File: src/include/misc_ctrl_pkg.sv
// Constants, register map and carrier types for the misc control bank.
// Assumes one 20 MHz clock, which is the internal oscillator clock.
package misc_ctrl_pkg;

    localparam int unsigned CLOCK_HZ = 20_000_000;

    // Register indices; byte address is four times the index
    localparam logic [7:0] IDX_TIMER_CONTROL = 8'h20;
    localparam logic [7:0] IDX_TIMER_SETUP = 8'h21;
    localparam logic [7:0] IDX_BUFFER_CONFIG = 8'h30;
    localparam logic [7:0] IDX_POWER = 8'h31;
    localparam logic [7:0] IDX_OSCILLATOR = 8'h32;
    localparam logic [7:0] IDX_EXCITATION = 8'h33;
    localparam logic [7:0] IDX_PIN_ONE = 8'h40;
    localparam logic [7:0] IDX_PIN_TWO = 8'h41;

    localparam logic [15:0] REG_RESET = 16'h0000;

    // Timer control fields
    localparam int TIMER_DONE_BIT = 15;
    localparam int TIMER_RUN_BIT = 14;
    localparam int HALT_ENABLE_BIT = 0;
    // Timer setup fields
    localparam int PRESCALE_MSB = 15;
    localparam int PRESCALE_LSB = 12;
    localparam int TIMEOUT_MSB = 11;
    localparam int TIMEOUT_LSB = 0;
    localparam logic [8:0] PRESCALE_EVEN_BASE = 9'h001;
    localparam logic [8:0] PRESCALE_ODD_BASE = 9'h003;

    // Pin control fields
    localparam int PIN_OUT_BIT = 5;
    localparam int PIN_DRIVE_BIT = 4;
    localparam int PIN_IN_BIT = 3;
    localparam int PIN_CLEAR_BIT = 2;
    localparam int PIN_INVERT_BIT = 1;
    localparam int PIN_EDGE_BIT = 0;

    // Writable bit masks; the rest reads as zero
    localparam logic [15:0] BUFFER_MASK = 16'h0003;
    localparam logic [15:0] POWER_MASK = 16'h1133;
    localparam logic [15:0] OSC_MASK = 16'h1F01;
    localparam logic [15:0] EXCITATION_MASK = 16'h0007;

    localparam int POWER_FLASH_BIT = 12;
    localparam int POWER_ADC_BIT = 8;
    localparam int POWER_DAC_TWO_BIT = 5;
    localparam int POWER_DAC_ONE_BIT = 4;
    localparam int POWER_AMP_TWO_BIT = 1;
    localparam int POWER_AMP_ONE_BIT = 0;
    localparam int TRIM_MSB = 12;
    localparam int TRIM_LSB = 8;
    localparam int CLOCK_OUT_BIT = 0;

    // Pin must hold steady this many oscillator periods
    localparam int FILTER_PERIODS = 4;
    localparam logic [1:0] FILTER_LAST = 2'(FILTER_PERIODS - 1);

    typedef struct packed {
        logic psel;
        logic penable;
        logic pwrite;
        logic [11:0] paddr;
        logic [31:0] pwdata;
    } apb_req_t;

    typedef struct packed {
        logic [31:0] prdata;
        logic pready;
        logic pslverr;
    } apb_rsp_t;

    typedef struct packed {
        logic flashProgramPower;
        logic converterInPower;
        logic dacTwoPower;
        logic dacOnePower;
        logic ampTwoPower;
        logic ampOnePower;
        logic channelTwoBufferMode;
        logic channelOneBufferMode;
        logic [2:0] excitationCurrentCode;
        logic signed [4:0] oscillatorTrim;
    } analog_ctrl_t;

endpackage

File: src/core/misc_peripheral_control_regs.sv
// Misc control bank: general pins, interval timer, analog power and trim.
// Assumes an APB master on the same clock; pins and the clock select
// strap arrive asynchronously, dacEnable comes from logic on this clock.
`timescale 1ns/10ps

module misc_peripheral_control_regs (
    input wire logic clock,
    input wire logic reset,
    input wire logic clockEnable,
    input wire misc_ctrl_pkg::apb_req_t apbReq,
    output misc_ctrl_pkg::apb_rsp_t apbRsp,
    input wire logic [1:0] generalPinIn,
    output logic [1:0] generalPinOut,
    output logic [1:0] generalPinOe_n,
    input wire logic [1:0] dacEnable,
    input wire logic clockSourceSelectPin,
    output logic clockPinOe_n,
    output logic oscillatorHalt,
    output logic cpuHalt,
    output misc_ctrl_pkg::analog_ctrl_t analogCtrl
);
    import misc_ctrl_pkg::*;

    function automatic logic [8:0] prescale_ratio(input logic [3:0] code);
        logic [8:0] base;
        base = code[0] ? PRESCALE_ODD_BASE : PRESCALE_EVEN_BASE;
        return 9'(base << code[3:1]);
    endfunction

    // Bus and register state
    apb_rsp_t rsp_q, rsp_d;
    logic [15:0] buffer_q, buffer_d, power_q, power_d, osc_q, osc_d;
    logic [15:0] excite_q, excite_d, setup_q, setup_d;
    logic haltEnable_q, haltEnable_d, timerRun_q, timerRun_d;
    logic timerDone_q, timerDone_d;
    logic [8:0] tickCount_q, tickCount_d;
    logic [11:0] stepCount_q, stepCount_d;
    logic [5:0] pinCfg_q [2];
    logic [5:0] pinCfg_d [2];

    // Pin capture state
    logic [1:0] pinMeta_q, pinSync_q, filtLevel_q, filtLevel_d;
    logic [1:0] pinIn_q, pinIn_d;
    logic [1:0] filtCount_q [2];
    logic [1:0] filtCount_d [2];
    logic strapMeta_q, strapSync_q;

    // Output flops
    analog_ctrl_t analog_q, analog_d;
    logic [1:0] pinOut_q, pinOut_d, pinOe_n_q, pinOe_n_d;
    logic cpuHalt_q, cpuHalt_d, clockOe_n_q, clockOe_n_d;
    logic oscHalt_q, oscHalt_d;

    logic access, mapped, doWrite;
    logic [7:0] index;
    logic [15:0] readValue, wdata;
    logic startTimer;

    assign index = apbReq.paddr[9:2];
    assign access = apbReq.psel && apbReq.penable;
    assign doWrite = access && apbReq.pwrite && rsp_q.pready;
    assign wdata = apbReq.pwdata[15:0];

    always_comb begin
        mapped = apbReq.paddr[11:10] == 2'b00;
        readValue = 16'h0000;
        unique case (index)
            IDX_TIMER_CONTROL: begin
                readValue[TIMER_DONE_BIT] = timerDone_q;
                readValue[TIMER_RUN_BIT] = timerRun_q;
                readValue[HALT_ENABLE_BIT] = haltEnable_q;
            end
            IDX_TIMER_SETUP: readValue = setup_q;
            IDX_BUFFER_CONFIG: readValue = buffer_q;
            IDX_POWER: readValue = power_q;
            IDX_OSCILLATOR: readValue = osc_q;
            IDX_EXCITATION: readValue = excite_q;
            IDX_PIN_ONE: readValue = {10'h000, pinCfg_q[0]};
            IDX_PIN_TWO: readValue = {10'h000, pinCfg_q[1]};
            default: mapped = 1'b0;
        endcase
        if (mapped && (index == IDX_PIN_ONE || index == IDX_PIN_TWO)) begin
            readValue[PIN_IN_BIT] = pinIn_q[index[0]];
        end
    end

    // Register writes and interval timer
    always_comb begin
        rsp_d.pready = access && !rsp_q.pready;
        rsp_d.prdata = rsp_q.prdata;
        rsp_d.pslverr = rsp_q.pslverr;
        if (access && !rsp_q.pready) begin
            rsp_d.prdata = {16'h0000, mapped ? readValue : 16'h0000};
            rsp_d.pslverr = !mapped;
        end
        buffer_d = buffer_q;
        power_d = power_q;
        osc_d = osc_q;
        excite_d = excite_q;
        setup_d = setup_q;
        haltEnable_d = haltEnable_q;
        pinCfg_d = pinCfg_q;
        startTimer = 1'b0;
        if (doWrite && mapped) begin
            unique case (index)
                IDX_TIMER_CONTROL: begin
                    haltEnable_d = wdata[HALT_ENABLE_BIT];
                    startTimer = wdata[TIMER_RUN_BIT];
                end
                IDX_TIMER_SETUP: setup_d = wdata;
                IDX_BUFFER_CONFIG: buffer_d = wdata & BUFFER_MASK;
                IDX_POWER: power_d = wdata & POWER_MASK;
                IDX_OSCILLATOR: osc_d = wdata & OSC_MASK;
                IDX_EXCITATION: excite_d = wdata & EXCITATION_MASK;
                IDX_PIN_ONE: pinCfg_d[0] = wdata[5:0];
                IDX_PIN_TWO: pinCfg_d[1] = wdata[5:0];
                default: ;
            endcase
        end
        timerRun_d = timerRun_q;
        timerDone_d = timerDone_q;
        tickCount_d = tickCount_q;
        stepCount_d = stepCount_q;
        // A restart written in the finishing cycle begins a fresh interval
        if (startTimer) begin
            timerRun_d = 1'b1;
            timerDone_d = 1'b0;
            tickCount_d = 9'h000;
            stepCount_d = 12'h000;
        end else if (timerRun_q) begin
            if (tickCount_q == 9'(prescale_ratio(
                    setup_q[PRESCALE_MSB:PRESCALE_LSB]) - 9'h001)) begin
                tickCount_d = 9'h000;
                stepCount_d = 12'(stepCount_q + 12'h001);
                if (stepCount_d >= setup_q[TIMEOUT_MSB:TIMEOUT_LSB]) begin
                    timerRun_d = 1'b0;
                    timerDone_d = 1'b1;
                end
            end else begin
                tickCount_d = 9'(tickCount_q + 9'h001);
            end
        end
    end

    always_ff @(posedge clock) begin
        if (reset) begin
            rsp_q <= '0;
            buffer_q <= REG_RESET;
            power_q <= REG_RESET;
            osc_q <= REG_RESET;
            excite_q <= REG_RESET;
            setup_q <= REG_RESET;
            haltEnable_q <= 1'b0;
            timerRun_q <= 1'b0;
            timerDone_q <= 1'b0;
            tickCount_q <= 9'h000;
            stepCount_q <= 12'h000;
            pinCfg_q[0] <= 6'h00;
            pinCfg_q[1] <= 6'h00;
        end else if (clockEnable) begin
            rsp_q <= rsp_d;
            buffer_q <= buffer_d;
            power_q <= power_d;
            osc_q <= osc_d;
            excite_q <= excite_d;
            setup_q <= setup_d;
            haltEnable_q <= haltEnable_d;
            timerRun_q <= timerRun_d;
            timerDone_q <= timerDone_d;
            tickCount_q <= tickCount_d;
            stepCount_q <= stepCount_d;
            pinCfg_q <= pinCfg_d;
        end
    end

    // Pin filtering and capture
    always_comb begin
        logic [5:0] cfg;
        logic edgeSeen;
        cfg = 6'h00;
        edgeSeen = 1'b0;
        filtLevel_d = filtLevel_q;
        pinIn_d = pinIn_q;
        filtCount_d = filtCount_q;
        for (int i = 0; i < 2; i++) begin
            cfg = pinCfg_q[i];
            edgeSeen = 1'b0;
            if (pinSync_q[i] == filtLevel_q[i]) begin
                filtCount_d[i] = 2'b00;
            end else if (filtCount_q[i] == FILTER_LAST) begin
                filtCount_d[i] = 2'b00;
                filtLevel_d[i] = pinSync_q[i];
                edgeSeen = pinSync_q[i] != cfg[PIN_INVERT_BIT];
            end else begin
                filtCount_d[i] = 2'(filtCount_q[i] + 2'b01);
            end
            // Clear wins over any capture in the same cycle
            if (cfg[PIN_CLEAR_BIT]) begin
                pinIn_d[i] = 1'b0;
            end else if (cfg[PIN_EDGE_BIT]) begin
                pinIn_d[i] = pinIn_q[i] | edgeSeen;
            end else begin
                pinIn_d[i] = filtLevel_q[i] ^ cfg[PIN_INVERT_BIT];
            end
        end
    end

    always_ff @(posedge clock) begin
        if (reset) begin
            pinMeta_q <= 2'b00;
            pinSync_q <= 2'b00;
            filtLevel_q <= 2'b00;
            pinIn_q <= 2'b00;
            filtCount_q[0] <= 2'b00;
            filtCount_q[1] <= 2'b00;
            strapMeta_q <= 1'b0;
            strapSync_q <= 1'b0;
        end else if (clockEnable) begin
            pinMeta_q <= generalPinIn;
            pinSync_q <= pinMeta_q;
            filtLevel_q <= filtLevel_d;
            pinIn_q <= pinIn_d;
            filtCount_q <= filtCount_d;
            strapMeta_q <= clockSourceSelectPin;
            strapSync_q <= strapMeta_q;
        end
    end

    // Output stage, one flop behind the registers
    always_comb begin
        analog_d.flashProgramPower = power_q[POWER_FLASH_BIT];
        analog_d.converterInPower = power_q[POWER_ADC_BIT];
        analog_d.dacTwoPower = power_q[POWER_DAC_TWO_BIT];
        analog_d.dacOnePower = power_q[POWER_DAC_ONE_BIT];
        analog_d.ampTwoPower = power_q[POWER_AMP_TWO_BIT] | dacEnable[1];
        analog_d.ampOnePower = power_q[POWER_AMP_ONE_BIT] | dacEnable[0];
        analog_d.channelTwoBufferMode = buffer_q[1] | dacEnable[1];
        analog_d.channelOneBufferMode = buffer_q[0] | dacEnable[0];
        analog_d.excitationCurrentCode = excite_q[2:0];
        analog_d.oscillatorTrim = signed'(osc_q[TRIM_MSB:TRIM_LSB]);
        for (int i = 0; i < 2; i++) begin
            pinOut_d[i] = pinCfg_q[i][PIN_OUT_BIT];
            pinOe_n_d[i] = !pinCfg_q[i][PIN_DRIVE_BIT];
        end
        cpuHalt_d = timerRun_q && haltEnable_q;
        clockOe_n_d = !(osc_q[CLOCK_OUT_BIT] && strapSync_q);
        oscHalt_d = !strapSync_q;
    end

    always_ff @(posedge clock) begin
        if (reset) begin
            analog_q <= '0;
            pinOut_q <= 2'b00;
            pinOe_n_q <= 2'b11;
            cpuHalt_q <= 1'b0;
            clockOe_n_q <= 1'b1;
            oscHalt_q <= 1'b0;
        end else if (clockEnable) begin
            analog_q <= analog_d;
            pinOut_q <= pinOut_d;
            pinOe_n_q <= pinOe_n_d;
            cpuHalt_q <= cpuHalt_d;
            clockOe_n_q <= clockOe_n_d;
            oscHalt_q <= oscHalt_d;
        end
    end

    assign apbRsp = rsp_q;
    assign analogCtrl = analog_q;
    assign generalPinOut = pinOut_q;
    assign generalPinOe_n = pinOe_n_q;
    assign cpuHalt = cpuHalt_q;
    assign clockPinOe_n = clockOe_n_q;
    assign oscillatorHalt = oscHalt_q;
endmodule

File: config.mk
export PLATFORM = sky130hd
export DESIGN_NAME = misc_peripheral_control_regs
export DESIGN_NICKNAME = d
export VERILOG_FILES = /design/src/include/misc_ctrl_pkg.sv /design/src/core/misc_peripheral_control_regs.sv
export SDC_FILE = /design/constraint.sdc
export NUM_CORES = 1
export LEC_CHECK = 0
export BUFFER_PORTS_ARGS = -buffer_cell sky130_fd_sc_hd__buf_4
export CAP_MARGIN = 30
export CORE_MARGIN = 5
export CORE_UTILIZATION = 25
export DETAILED_ROUTE_END_ITERATION = 8
export GPL_TIMING_DRIVEN = 1
export SYNTH_ARGS = -nofsm -noshare
export SYNTH_HDL_FRONTEND = slang
export SYNTH_SLANG_ARGS = --single-unit
File: constraint.sdc
create_clock -name clock -period 4.6 [get_ports clock]
set_input_delay 0.46 -clock clock [delete_from_list [all_inputs] [get_ports clock]]
set_output_delay 0.46 -clock clock [all_outputs]
set_load 0.005 [all_outputs]
==> flow_metrics.tcl <==
set metrics [dict create \
    gp_congestion 0.822 \
    power.total_w 0.00254 \
    met2_length_um 8000 \
    die_area_um2 28100 \
    syn_inst 737 \
    p_per_area_nw_per_um2 337 \
    routed_wl_um 17000 \
    coreArea_um2 24400 \
    wire_per_inst_um 15.1 \
    drtIter0Drc 300 \
    grt_pass1_vias 5108 \
    setup_viol 0 \
    yosysTopAreaCellShare_pct 39.4 \
    cts_root_buffer "clkbuf_16" \
    grt_util_all_layers_pct 11.9 \
    clockBufferDepth 2 \
    rows 57 \
    rsz0062_at_grt "false" \
    ios 112 \
    post-route-drc-count 0 \
    clk_pin_slew_worst_paths_ns 0.06 \
    highest_layer "met4" \
    postCtsSetupRepairBufs 0 \
    maxSlewViolCount 0 \
    die_h_um 167 \
    holdBufCountCts 0 \
    drive_gt1_share_pct 15.9 \
    relSlewSlack_pct 39.2 \
    run_status "completed" \
    clk_latency_ns 0.41 \
    fmax_mhz 275 \
    synth_area_um2 6200 \
    wl_met3_um 853 \
    nNetsFinal 859 \
    port_buffers 77 \
    routed-via-count 5326 \
    tightest_slew_ns 0.904 \
    wl_met1_um 7790 \
    synth_top_area_cell "dfxtp_1" \
    die_x_um 167 \
    max_cap_viol_count 0 \
    synth-edff-count 0 \
    clock_skew_ns 0.00721 \
    place_hpwl_um 12200 \
    cts_buffers 17 \
    hold_path.class "in2reg" \
    path_max_fanout 8 \
    synth_top_flop_cell "dfxtp_1" \
    fin_tns_setup_ns 0 \
    min_period_ns 3.64 \
    ctsResizeCount 0 \
    async_flop_share_pct 0 \
    initial_core_util_pct 25.4 \
    synth_seq_cells 122 \
    total_leakage_power_nw 2.86 \
    end_kind "register" \
    crit_type "reg2reg" \
    crit_required_ns 4.92 \
    ant_nets 0 \
    syn2layout_area_growth_pct 21.7 \
    layoutNonFillerInstCount 1123 \
    synthTopCellsByArea "dfxtp_1, mux2i_1, nor2_1" \
    syn_avg_cell_area_um2 8.41 \
    fin_crit_sh_pct 79.1 \
    yosys.cell_types.count 70 \
    grt_max_degree 64 \
    cts.sinks 122 \
    h-tree-depth 4 \
    overflow 0 \
    cts_tree "done" \
    startpoint_type "register" \
    n_fill_cell 2624 \
    max-vdd-ir-drop_mv 0.221 \
    hold_viol 0 \
    drt_pass1_iterations 6 \
    antenna_found_initial 0 \
    seq_area_frac_synth_pct 39.4 \
    grt_pass1_wl_um 27000 \
    viasPerCell 4.74 \
    dp.cells 1092 \
    ys.warnings.count 0 \
    diodes 0 \
    critical_path_arrival_ns 3.95 \
]
[state kept, by name, summed over array words and instances (netlist names), 2 cells and up]
signal          flops
filtLevel_q         2
generalPinOut       2
apbRsp             18
pinMeta_q           2
tickCount_q         9
pinIn_q             2
analogCtrl         16
buffer_q            2
osc_q               6
excite_q            3
stepCount_q        12
filtCount_q         4
pinSync_q           2
setup_q            16
power_q             6
generalPinOe_n      2
pinCfg_q           10
[critical path: stages, from the launching register on]
cell	delay, ns
dfxtp_1	0.46
nand3_1	0.14
nor3_1	0.48
and3_1	0.31
and3_1	0.23
xor2_1	0.17
ha_1	0.26
a22o_1	0.23
nor4_1	0.26
o21ai_0	0.14
a21oi_1	0.27
nor4_1	0.09
and3_1	0.21
a311oi_1	0.29
[layer usage]
layer	up-vias	global-route usage [%]
met4	0	4.94
met3	16	2.92
met5	-	0
met2	147	19.5
li1	2674	-
met1	2489	15.1
[metrics by stage]
stage               util (%)  instance area (µm²)  hold WS, ns  setup WS [ns]
floorplan                  -                 6260        0.438           1.41
global placement        28.5                 6950        0.459           1.06
detailed placement      28.5                 6950        0.465           1.03
CTS                     30.9                 7540        0.271          0.989
global route            30.9                 7540        0.277          0.660
finish                  30.9                 7540        0.286          0.961
[synthesized netlist by cell type (all sizes together) (12+ instances only)]
master,n
nor2,100
ha,17
xnor2,18
mux2i,50
nor3,12
buf,25
clkbuf,41
nand2b,12
o21ai,13
nand3,28
a21oi,53
nand2,72
inv,21
dfxtp,122
[worst paths after layout]
path / from / to / slack, ns / cells after the start
min reg2reg: strapSync_q / oscillatorHalt / 0.47 / 1
min: clockSourceSelectPin / strapMeta_q / 0.29 / 3
max reg2reg: stepCount_q[2] / timerRun_q / 0.96 / 13
max: stepCount_q[2] / timerRun_q / 0.96 / 13
[power by group]
group / switching [W] / internal (W)
clock network: 0.000467 / 0.000863
logic: 0.0000793 / 0.0000565
registers: 0.00000710 / 0.00107
[layout make-up]
| cell class | count | area (µm²) | share of cell area, % |
|---|---|---|---|
| multi-input cells | 543 | 3410 | 45.2 |
| flip-flops and latches | 122 | 2440 | 32.4 |
| repair buffers | 82 | 616 | 8.16 |
| clock buffers | 24 | 502 | 6.65 |
| well taps | 324 | 405 | 5.37 |
| clock inverters | 7 | 88.8 | 1.18 |
| inverters | 21 | 78.8 | 1.04 |
[layout by cell type (no fill, tap or decap), types with 9 or more instances in the layout]
master,Yosys,routed
dfxtp_1,122,122
nor2_1,99,99
buf_4,16,82
nand2_1,72,72
a21oi_1,53,53
mux2i_1,50,50
nand3_1,27,27
inv_1,21,21
xnor2_1,18,18
ha_1,17,17
clkbuf_16,0,17
conb_1,1,16
o21ai_0,13,13
nand2b_1,12,12
nor3_1,11,11
xor2_1,11,11
a211oi_1,10,10
and3_1,9,9
a222oi_1,9,9
nand4_1,9,9
[cell families after synthesis]
logic type	count (synthesis)	share of synthesized area, %
buffers and inverters	87	6.50
AND/OR/NAND/NOR	296	23.7
multiplexers	54	8.80
AO/OA/AOI/OAI	131	14.0
XOR/XNOR	29	4.10
other	1	0.0605
adder cells (fa/ha/maj)	17	3.43
flip-flops	122	39.4
No activity file was read; power rests on OpenSTA's default activity.
